--- src/rtl/dsc_pkg.sv ---
// Package for the debug status and comparator control block.
// Assumes a single 50 MHz clock domain and a plain register port.
package dsc_pkg;
	// Register offsets (byte addresses on the plain port)
	localparam logic [7:0] OFS_STATUS  = 8'h00;
	localparam logic [7:0] OFS_CMP_CTL = 8'h01;
	localparam logic [7:0] OFS_CTRL1   = 8'h02;
	// Status field positions
	localparam int BIT_TRACE_FULL = 7;
	localparam int BIT_PROF_ACT   = 4;
	// Comparator control field positions
	localparam int BIT_DATA_MISM  = 6;
	localparam int BIT_PC_SEL     = 5;
	localparam int BIT_DIR_VAL    = 3;
	localparam int BIT_DIR_EN     = 2;
	localparam int BIT_CMP_ON     = 0;
	// Control one field: session arm bit
	localparam int BIT_ARM        = 7;
	// Writable mask and reset values
	localparam logic [7:0] CMP_CTL_MASK  = 8'h6D;
	localparam logic [7:0] CMP_CTL_RESET = 8'h00;
	localparam logic [7:0] CTRL1_RESET   = 8'h00;
	// Sequencer states
	typedef enum logic [2:0] {
		SEQ_DISARMED = 3'b000,
		SEQ_FIRST    = 3'b001,
		SEQ_SECOND   = 3'b010,
		SEQ_THIRD    = 3'b011,
		SEQ_FINAL    = 3'b100
	} dsc_seq_type;
endpackage : dsc_pkg

--- src/rtl/dsc_comparator.sv ---
// Comparator match logic for one address/data comparator.
// Assumes address and data equality inputs are computed by the caller.
`timescale 1ns/1ps
module dsc_comparator
	import dsc_pkg::*;
(
	input  wire logic [7:0] ctl_in,
	input  wire logic       pc_hit_in,
	input  wire logic       addr_hit_in,
	input  wire logic       data_eq_in,
	input  wire logic       dir_in,
	output logic            match_out
);
	// Match terms of the selected mode
	wire logic data_ok;
	wire logic dir_ok;
	wire logic data_match;
	assign data_ok    = ctl_in[BIT_DATA_MISM] ? ~data_eq_in : data_eq_in;
	assign dir_ok     = ~ctl_in[BIT_DIR_EN] | (dir_in == ctl_in[BIT_DIR_VAL]);
	assign data_match = addr_hit_in & data_ok & dir_ok;
	assign match_out  = ctl_in[BIT_CMP_ON] &
		(ctl_in[BIT_PC_SEL] ? pc_hit_in : data_match);
endmodule : dsc_comparator

--- src/rtl/dsc_status.sv ---
// Trace-full and profiling-active status flags.
// Assumes event pulses are one cycle long and synchronous.
`timescale 1ns/1ps
module dsc_status (
	input  wire logic clock_in,
	input  wire logic por_n_in,
	input  wire logic arm_write_in,
	input  wire logic buffer_filled_in,
	input  wire logic prof_entry_in,
	input  wire logic prof_end_in,
	output logic      trace_full_out,
	output logic      prof_active_out
);
	logic trace_full_ff;
	logic prof_act_ff;
	// Trace-full cleared on arm write or por_n_in, kept over resetn_in
	always_ff @(posedge clock_in) begin
		if (!por_n_in) begin
			trace_full_ff <= 1'b0;
		end else if (buffer_filled_in) begin
			trace_full_ff <= 1'b1;
		end else if (arm_write_in) begin
			trace_full_ff <= 1'b0;
		end
	end
	// Profiling active from first entry to transmission end
	always_ff @(posedge clock_in) begin
		if (!por_n_in) begin
			prof_act_ff <= 1'b0;
		end else if (prof_entry_in) begin
			prof_act_ff <= 1'b1;
		end else if (prof_end_in) begin
			prof_act_ff <= 1'b0;
		end
	end
	assign trace_full_out  = trace_full_ff;
	assign prof_active_out = prof_act_ff;
endmodule : dsc_status

--- src/rtl/dsc_top.sv ---
// Debug status register and comparator A control with trigger sequencer.
// Assumes core bus signals are synchronous to clock_in; plain register port.
`timescale 1ns/1ps
module dsc_top
	import dsc_pkg::*;
#(
	parameter int ADDR_W = 24,
	parameter int DATA_W = 32
) (
	input  wire logic              clock_in,
	input  wire logic              resetn_in,
	input  wire logic              por_n_in,
	input  wire logic [7:0]        reg_addr_in,
	input  wire logic [7:0]        reg_wdata_in,
	input  wire logic              reg_write_in,
	input  wire logic              reg_read_in,
	output logic      [7:0]        reg_rdata_out,
	input  wire logic [ADDR_W-1:0] cmp_addr_in,
	input  wire logic [ADDR_W-1:0] cmp_pc_in,
	input  wire logic [DATA_W-1:0] cmp_data_in,
	input  wire logic [DATA_W-1:0] cmp_mask_in,
	input  wire logic [ADDR_W-1:0] bus_addr_in,
	input  wire logic [DATA_W-1:0] bus_data_in,
	input  wire logic              bus_read_in,
	input  wire logic              bus_valid_in,
	input  wire logic [ADDR_W-1:0] pc_in,
	input  wire logic              pc_valid_in,
	input  wire logic [1:0]        next_on_match_in,
	input  wire logic              internal_end_in,
	input  wire logic              buffer_filled_in,
	input  wire logic              prof_entry_in,
	input  wire logic              prof_end_in,
	output logic                   match_out,
	output logic                   armed_out,
	output logic                   trace_full_out,
	output logic [2:0]             sequencer_state_out
);
	logic [7:0]  cmp_ctl_ff;
	logic        arm_ff;
	logic [7:0]  rdata_ff;
	dsc_seq_type seq_ff;
	dsc_seq_type nxt_seq;
	logic [2:0]  state_field_ff;
	logic [2:0]  nxt_state_field;
	wire logic   prof_active;
	wire logic   trace_full;

	// Decoded register strobes
	wire logic wr_ctl;
	wire logic wr_ctrl1;
	wire logic arm_write;
	wire logic disarm_write;
	assign wr_ctl       = reg_write_in && reg_addr_in == OFS_CMP_CTL
		&& !arm_ff && !prof_active;
	assign wr_ctrl1     = reg_write_in && reg_addr_in == OFS_CTRL1;
	assign arm_write    = wr_ctrl1 && reg_wdata_in[BIT_ARM];
	assign disarm_write = wr_ctrl1 && !reg_wdata_in[BIT_ARM];

	// Comparator equality terms
	wire logic addr_hit;
	wire logic pc_hit;
	wire logic data_eq;
	wire logic cmp_match;
	assign addr_hit = bus_valid_in && bus_addr_in == cmp_addr_in;
	assign pc_hit   = pc_valid_in && pc_in == cmp_pc_in;
	assign data_eq  = ((bus_data_in ^ cmp_data_in) & cmp_mask_in) == '0;

	dsc_comparator u_cmp (
		.ctl_in      (cmp_ctl_ff),
		.pc_hit_in   (pc_hit),
		.addr_hit_in (addr_hit),
		.data_eq_in  (data_eq),
		.dir_in      (bus_read_in),
		.match_out   (cmp_match)
	);

	dsc_status u_status (
		.clock_in         (clock_in),
		.por_n_in         (por_n_in),
		.arm_write_in     (arm_write),
		.buffer_filled_in (buffer_filled_in),
		.prof_entry_in    (prof_entry_in),
		.prof_end_in      (prof_end_in),
		.trace_full_out   (trace_full),
		.prof_active_out  (prof_active)
	);

	// Comparator control register, guarded writes
	always_ff @(posedge clock_in) begin
		if (!resetn_in) begin
			cmp_ctl_ff <= CMP_CTL_RESET;
		end else if (wr_ctl) begin
			cmp_ctl_ff <= reg_wdata_in & CMP_CTL_MASK;
		end
	end

	// Session arm bit
	always_ff @(posedge clock_in) begin
		if (!resetn_in) begin
			arm_ff <= 1'b0;
		end else if (wr_ctrl1) begin
			arm_ff <= reg_wdata_in[BIT_ARM];
		end else if (internal_end_in || seq_ff == SEQ_FINAL) begin
			arm_ff <= 1'b0;
		end
	end

	// Next sequencer state on match while armed
	function automatic dsc_seq_type seq_target(input logic [1:0] sel,
			input dsc_seq_type cur);
		unique case (sel)
			2'b01:   seq_target = SEQ_SECOND;
			2'b10:   seq_target = SEQ_THIRD;
			2'b11:   seq_target = SEQ_FINAL;
			default: seq_target = cur;
		endcase
	endfunction : seq_target

	// Sequencer next state and state field
	always_comb begin
		nxt_seq         = seq_ff;
		nxt_state_field = state_field_ff;
		if (arm_write) begin
			nxt_seq         = SEQ_FIRST;
			nxt_state_field = SEQ_FIRST;
		end else if (disarm_write) begin
			nxt_seq         = SEQ_DISARMED;
		end else if (arm_ff && (internal_end_in || seq_ff == SEQ_FINAL)) begin
			nxt_seq         = SEQ_DISARMED;
			nxt_state_field = SEQ_DISARMED;
		end else if (arm_ff && cmp_match) begin
			nxt_seq         = seq_target(next_on_match_in, seq_ff);
			nxt_state_field = nxt_seq;
		end
	end

	// Sequencer registers, only legal codes stored
	always_ff @(posedge clock_in) begin
		if (!resetn_in) begin
			seq_ff         <= SEQ_DISARMED;
			state_field_ff <= SEQ_DISARMED;
		end else begin
			seq_ff         <= nxt_seq;
			state_field_ff <= nxt_state_field;
		end
	end

	// Read data mux and register
	wire logic [7:0] status_word;
	wire logic [7:0] rd_mux;
	assign status_word = {trace_full, 2'b00, prof_active, 1'b0, state_field_ff};
	assign rd_mux = (reg_addr_in == OFS_STATUS)  ? status_word :
		(reg_addr_in == OFS_CMP_CTL) ? cmp_ctl_ff :
		(reg_addr_in == OFS_CTRL1)   ? {arm_ff, 7'b000_0000} : 8'h00;
	always_ff @(posedge clock_in) begin
		if (!resetn_in) begin
			rdata_ff <= 8'h00;
		end else begin
			rdata_ff <= reg_read_in ? rd_mux : 8'h00;
		end
	end

	assign reg_rdata_out       = rdata_ff;
	assign match_out           = cmp_match;
	assign armed_out           = arm_ff;
	assign trace_full_out      = trace_full;
	assign sequencer_state_out = state_field_ff;
endmodule : dsc_top

--- config.mk ---
export PLATFORM = sky130hd
export DESIGN_NAME = dsc_top
export DESIGN_NICKNAME = d
export VERILOG_FILES = /design/src/rtl/dsc_pkg.sv /design/src/rtl/dsc_comparator.sv /design/src/rtl/dsc_status.sv /design/src/rtl/dsc_top.sv
export SDC_FILE = /design/constraint.sdc
export NUM_CORES = 1
export LEC_CHECK = 0
export BUFFER_PORTS_ARGS = -buffer_cell sky130_fd_sc_hd__buf_2
export CORE_MARGIN = 10
export CORE_UTILIZATION = 30
export DETAILED_ROUTE_END_ITERATION = 10
export GPL_ROUTABILITY_DRIVEN = 0
export PLACE_DENSITY = 0.86
export SYNTH_ARGS = -nofsm -noshare
export SYNTH_HDL_FRONTEND = slang
export SYNTH_SLANG_ARGS = --single-unit
--- constraint.sdc ---
create_clock -name clock_in -period 2.1 [get_ports clock_in]
set_input_delay 0.21 -clock clock_in [delete_from_list [all_inputs] [get_ports clock_in]]
set_output_delay 0.21 -clock clock_in [all_outputs]
set_load 0.03 [all_outputs]
Yosys cells after proc, flatten, opt, wreduce, memory -nomap -nowiden
Index checks and enable logic that the tools add are counted.
{ "op_classes": {"eq_ne": 10, "n_mux": 20, "bitwise_logic": 11, "n_reduce_logical": 28} }
{ "op_table": {"columns": ["operator", "n"], "rows": [
  ["24-bit equality test", 2],
  ["32-bit AND", 1],
  ["32-bit zero test", 1],
  ["32-bit bitwise XOR", 1],
  ["8-bit 2-to-1 mux", 3],
  ["1-bit 2-to-1 mux", 14],
  ["1-bit logical AND", 10],
  ["3-bit one-hot mux with 3 select lines", 1],
  ["8-bit by 1-bit equality test with 1-bit output (second input constant)", 1],
  ["8-bit by 2-bit equality test with 1-bit output (second input constant)", 1],
  ["8-bit zero test", 1],
  ["2-bit nonzero test", 4],
  ["3-bit 2-to-1 mux", 2],
  ["2-bit AND reduction", 3],
  ["1-bit NOT", 5],
  ["2-bit equality test (second input constant)", 2],
  ["4-bit nonzero test", 1],
  ["4-bit OR reduction", 1],
  ["1-bit AND", 3],
  ["3-bit equality test (second input constant)", 1],
  ["1-bit zero test", 3],
  ["3-bit nonzero test", 1],
  ["3-bit OR reduction", 1],
  ["2-bit by 1-bit equality test with 1-bit output (second input constant)", 1],
  ["other kinds (5)", 5]
]} }
{ "totals": {"register_bits": 22, "output_inout_bits": 14} }

Logic depth before layout (Yosys ltp)
{ "logic_depth": {"ltp_word": 14, "mapped_depth": 9, "ltp_nobuf": 9} }

By module
From an unflattened synthesis, not the netlist that was laid out.
{ "hier_totals": {"cells_unflattened": 228, "hier_area_um2": 1963.1} }
{ "by_module_without_submodules": {"columns": ["mod", "instances", "cells_each", "area_each_um2"], "rows": [
  ["dsc_top", 1, 217, 1839.3],
  ["dsc_status", 1, 6, 82.6],
  ["dsc_comparator", 1, 5, 41.3]
]} }

Worst setup path after synthesis
OpenSTA, ideal clock, no wires.
{ "synth_path": {"path_type": "in2reg", "start": "input cmp_data_in[19]", "end": "register state_field_ff[0] (netlist: sequencer_state_out[0])", "setup_time_ns": 0.120, "arrival_time_ns": 1.885, "required_time_ns": 1.980, "path_slack_ns": 0.095, "stages": 9, "path_buffers": 0, "path_cell_list": "xor2_1 -> a22oi_1 -> nand4_1 -> nor4_2 -> xnor2_1 -> o31ai_2 -> and3_4 -> o21ai_2 -> a211o_1"} }
{ "synth_between": {"elab_chain_len": 12} }
{ "synth_rtl": {"columns": ["element", "line_no", "text"], "rows": [
  ["from (decl)", "dsc_top.sv:20", "input wire logic [DATA_W-1:0] cmp_data_in,"],
  ["32-bit bitwise XOR *", "dsc_top.sv:66", "assign data_eq = ((bus_data_in ^ cmp_data_in) & cmp_mask_in) == '0;"],
  ["32-bit AND *", "dsc_top.sv:66", null],
  ["32-bit zero test *", "dsc_top.sv:66", null],
  ["1-bit NOT", "dsc_comparator.sv:18", "assign data_ok = ctl_in[BIT_DATA_MISM] ? ~data_eq_in : data_eq_in;"],
  ["1-bit 2-to-1 mux *", "dsc_comparator.sv:18", null],
  ["1-bit AND * (2 in series)", "dsc_comparator.sv:20", "assign data_match = addr_hit_in & data_ok & dir_ok;"],
  ["1-bit 2-to-1 mux *", "dsc_comparator.sv:22", "(ctl_in[BIT_PC_SEL] ? pc_hit_in : data_match);"],
  ["1-bit AND *", "dsc_comparator.sv:21", "assign match_out = ctl_in[BIT_CMP_ON] &"],
  ["1-bit logical AND *", "dsc_top.sv:131", "end else if (arm_ff && cmp_match) begin"],
  ["3-bit nonzero test (no source line) *", null, null],
  ["2-bit AND reduction (no source line) *", null, null],
  ["to (signal assigned)", "dsc_top.sv:144", "state_field_ff <= nxt_state_field;"],
  ["to (decl)", "dsc_top.sv:43", "logic [2:0] state_field_ff;"]
]} }
Every way passes the cells marked *; elsewhere a longest branch is shown, timed or not.
A chain may end at the register's enable or synchronous reset.

Final worst setup path
{ "layout_path": {"start": "input cmp_data_in[23]", "end": "output match_out"} }
{ "layout_between": {"elab_chain_len": 9} }
{ "layout_rtl": {"columns": ["element", "line_no", "text"], "rows": [
  ["32-bit bitwise XOR *", "dsc_top.sv:66", null],
  ["32-bit AND *", "dsc_top.sv:66", null],
  ["32-bit zero test *", "dsc_top.sv:66", null],
  ["1-bit NOT", "dsc_comparator.sv:18", null],
  ["1-bit 2-to-1 mux *", "dsc_comparator.sv:18", null],
  ["1-bit AND * (2 in series)", "dsc_comparator.sv:20", null],
  ["1-bit 2-to-1 mux *", "dsc_comparator.sv:22", null],
  ["1-bit AND *", "dsc_comparator.sv:21", null],
  ["to (decl)", "dsc_top.sv:33", "output logic match_out,"]
]} }
Marks and branches as above.

==> implementation parameters <==
Parameter                              Value

Outcome
  Result of the run    finished with violations
  Failing checks    setup timing

Synth
  Netlist area before placement    1936 um^2
  Xor and xnor area share after synthesis    0.3710
  Prevailing post-synth register cell    sky130_fd_sc_hd__dfxtp_1
  Mapped Cells    214
  Avg Inst Size Synth    about 9.0 um^2
  Number of register bits inferred by synthesis    22
  Post-synthesis adder-cell area fraction    0.01939
  Share of synthesized area occupied by flip-flops and latches    0.2275
  Count of synthesis-stage warnings from yosys    0
  Post-synth ARST share    0
  Share of synthesized cell area in and, or, nand and nor gates    0.1939
  Number of synthesized flops with an enable pin    0
  Synthesized Nets    439
  Main combinational cell family by area after synthesis    XOR/XNOR gates
  Multiplexer fraction of the synthesized cell area    0.05688
  Distinct cell type count of the synthesized netlist    35
  Fraction of the mapped netlist area in compound gates    0.1228

Setup path
  Cells on worst reg2reg path    8
  Setup crit start kind    primary input
  Category of the worst setup path capture point    output port
  Critical Path Slowest Stage Cell    sky130_fd_sc_hd__nor4_4
  CP required    1.89 ns
  Setup slack of the most critical reg-to-reg path    0.03 ns
  Critical path depth in cells    9
  Delay of the slowest cell on the worst path    0.33 ns
  Arrival time worst endpoint    1.96 ns
  Crit Reg-Reg Startpoint    cmp_ctl_ff[3]
  Highest net fanout along the worst path    3
  Start-to-end type of the worst setup path    in -> out
  Startpoint of the most critical setup path    cmp_data_in[23]
  Cell-by-cell trace of the critical path    buf_2 -> xor2_1 -> a22oi_1 -> nand4_1 -> nor4_4 -> xnor2_1 -> o31ai_4 -> and2_4 -> buf_6
  Number of buffers and inverters on the critical path    2
  CP endpoint    match_out
  Cell class contributing the biggest share of worst-path delay    simple AND/OR/NAND/NOR gates
  Critical register-to-register path endpoint    sequencer_state_out[0]

Finish
  Sequential Area    roughly 440 um^2
  Antenna diode count    0
  Multi-input combinational cell area    about 1600 um^2
  Total non-filler cell area in the finished layout    3391 um^2
  Layout Nets    680
  Synth-to-layout area growth    75.18%
  Number of inserted filler cells in the final layout    614
  Final design utilization    0.5371
  Layout cells sized above 1    0.5617

STA
  Final Cycle Share    1.032
  Max transition margin    0.6755
  Setup violations, final    1
  Final worst clock skew    0.009452 ns
  Timing-limited maximum frequency    461.5 MHz
  Slew at the pin closest to its max-slew limit    about 0.5 ns
  Unrepaired setup endpoints after global routing    yes
  Number of hold violations in the final report    0
  Number of max-slew violations in the final report    0
  Crit path time final    2.167 ns
  Least setup slack across all paths after layout    -0.06691 ns

Drt
  Wirelength per Cell    17.34 um
  Post-detailed-route DRC marker count    0
  Drt via density    4.729
  Detailed-route via count    2511
  Final Routed Wirelength    9.209 mm
  1st-iter DRT viols    47
  Residual antenna-violating net count after detailed routing    0
  DRT Pass-1 Iters    4

Global routing
  Grt ovf    0
  Wire length of the first global-routing pass    13.74 mm
  Vias in the first global route    2940
  Total Routing Usage GR    0.1666
  Initial antenna violation count    0
  Maximum number of pins on one net before global-route repair    14

Place
  Port Buffer Count    233
  Place WS    -0.4030 ns
  Post-DP HPWL    8.509 mm
  Placed cell areas    3223 um^2

Clocking
  Quantity of hold-fixing buffers added after cts    0
  Post-CTS setup buffers    0
  Number of sinks handled by clock tree synthesis    22
  Number of H-tree levels    1
  Clock latency on the worst-skew pair    about 0.26 ns
  Clock transition at the registers of the reported paths    0.07 ns
  Number of buffers on the longest clock path    2
  CTS tree    yes
  Clock buffer count from CTS    3
  Clock tree root buffer cell    sky130_fd_sc_hd__clkbuf_8

Floorplan
  Number of standard-cell rows in the floorplan    29
  Initial core utilization    0.3066
  Die span in y    100.3 um
  I/O pin cnt    236
  Horizontal extent of the die    ~100 um
  Die Area    slightly above 10000 um^2
  Placeable core region    6314 um^2

Power
  Pwr Density    369.4 nW/um^2
  Total power    1252 uW
  Maximum vdd drop    0.3121 mV
  Cell leakage power    around 0.0018 uW

Hold path
  Worst hold path class    in -> reg

Job
  # Max-Cap Violations    0
==> how the worst min path moves through the flow <==
stage | start | slack (ns) | cells after the start | end
2_1_floorplan | por_n_in | 0.33 | 1 | u_status.prof_active_out
3_3_place_gp | prof_entry_in | 0.43 | 2 | u_status.prof_active_out
3_5_place_dp | prof_entry_in | 0.43 | 2 | u_status.prof_active_out
4_1_cts | prof_entry_in | 0.15 | 2 | u_status.prof_active_out
5_1_grt | prof_entry_in | 0.15 | 2 | u_status.prof_active_out
6_report | prof_entry_in | 0.16 | 2 | u_status.prof_active_out
==> cell usage after synthesis, types with 2 or more instances <==
cell                        count  area [um^2]
sky130_fd_sc_hd__a21oi_1        2        10.01
sky130_fd_sc_hd__nor2_1         7        26.28
sky130_fd_sc_hd__a22oi_1       16        120.1
sky130_fd_sc_hd__nor3b_1        4        30.03
sky130_fd_sc_hd__and3_1         3        18.77
sky130_fd_sc_hd__inv_1          3        11.26
sky130_fd_sc_hd__mux2i_1       11        110.1
sky130_fd_sc_hd__o21a_1         2        15.01
sky130_fd_sc_hd__a22o_1         2        17.52
sky130_fd_sc_hd__ha_1           3        37.54
sky130_fd_sc_hd__nand2_1        3        11.26
sky130_fd_sc_hd__nand4_1        9        56.30
sky130_fd_sc_hd__nand3_1        5        25.02
sky130_fd_sc_hd__xor2_1        68        595.6
sky130_fd_sc_hd__xnor2_1       14        122.6
sky130_fd_sc_hd__and2_1         6        37.54
sky130_fd_sc_hd__nor3_1         2        10.01
sky130_fd_sc_hd__dfxtp_1       22        440.4
sky130_fd_sc_hd__nor2b_1        7        43.79
sky130_fd_sc_hd__o2bb2ai_1      2        17.52
sky130_fd_sc_hd__nor4_1         9        56.30
==> cells in the final DEF, fill, tap and decap left out, drive strengths merged, types with 2 or more instances in the layout <==
| cell | n |
|---|---|
| nor2 | 7 |
| nor3b | 4 |
| a22o | 2 |
| nand3 | 5 |
| xor2 | 68 |
| nor3 | 2 |
| xnor2 | 14 |
| ha | 3 |
| a22oi | 16 |
| dfxtp | 22 |
| nor2b | 7 |
| and3 | 4 |
| clkbuf | 3 |
| nor4 | 10 |
| inv | 3 |
| and2 | 7 |
| buf | 237 |
| o2bb2ai | 2 |
| nand2 | 3 |
| o21a | 2 |
| mux2i | 11 |
| nand4 | 9 |
| a21oi | 2 |
==> what timing repair did <==
| action | 4_1_cts | 5_1_grt |
|---|---|---|
| setup endpoints to repair | 7 | 7 |
| resized for setup | 11 | 8 |
| pin swaps | 6 | 4 |
| endpoints found under the hold margin | 0 | 0 |
==> stage by stage <==
stage / instances / setup TNS, ns / hold WS [ns]
after floorplan: 214 / 0 / 0.3275
final: 531 / -0.06691 / 0.1574
after global placement: 527 / -2.528 / 0.4255
after global routing: 531 / -0.4657 / 0.1502
after detailed placement: 527 / -2.437 / 0.4270
after CTS: 531 / -0.3521 / 0.1546
==> final cells by class <==
type	count	share of cell area
Inverter	3	0.003321
Sequential cell	22	0.1303
Timing Repair Buffer	237	0.3568
Clock inverter	1	0.008856
Multi-Input combinational cell	188	0.4601
Clock buffer	3	0.01218
Tap cell	77	0.02841
==> power breakdown <==
group,internal (uW),total [uW],switching (uW)
clock,255,391,137
sequential,420,421,1.77
combinational,257,440,183
==> cell families (layout without fill, tap and decap cells) <==
group / Yosys count / in the layout
buffers and inverters: 4 / 244
muxes: 11 / 11
DFF: 22 / 22
adders and majority gates: 3 / 3
AOI/OAI and AO/OA: 30 / 30
and+or+nand+nor: 62 / 62
xor gates and xnor gates: 82 / 82
==> routing by layer <==
layer  routed length [um]  global-route usage  share of wire  vias to the layer above
li1                     -                   -              -                     1245
met1                 3091              0.1485           0.34                     1115
met2                 5083              0.3417           0.55                      143
met3                  973             0.07005           0.11                        8
met4                   61             0.01957         0.0066                        0
met5                    0                   0              0                        -
==> registers in the layout (all words and copies together), names as in the netlist <==
name	flops
armed_out	1
cmp_ctl_ff	5
reg_rdata_out	8
seq_ff	3
sequencer_state_out	3
u_status.prof_active_out	1
u_status.trace_full_out	1
(Power assumes the default switching activity.)
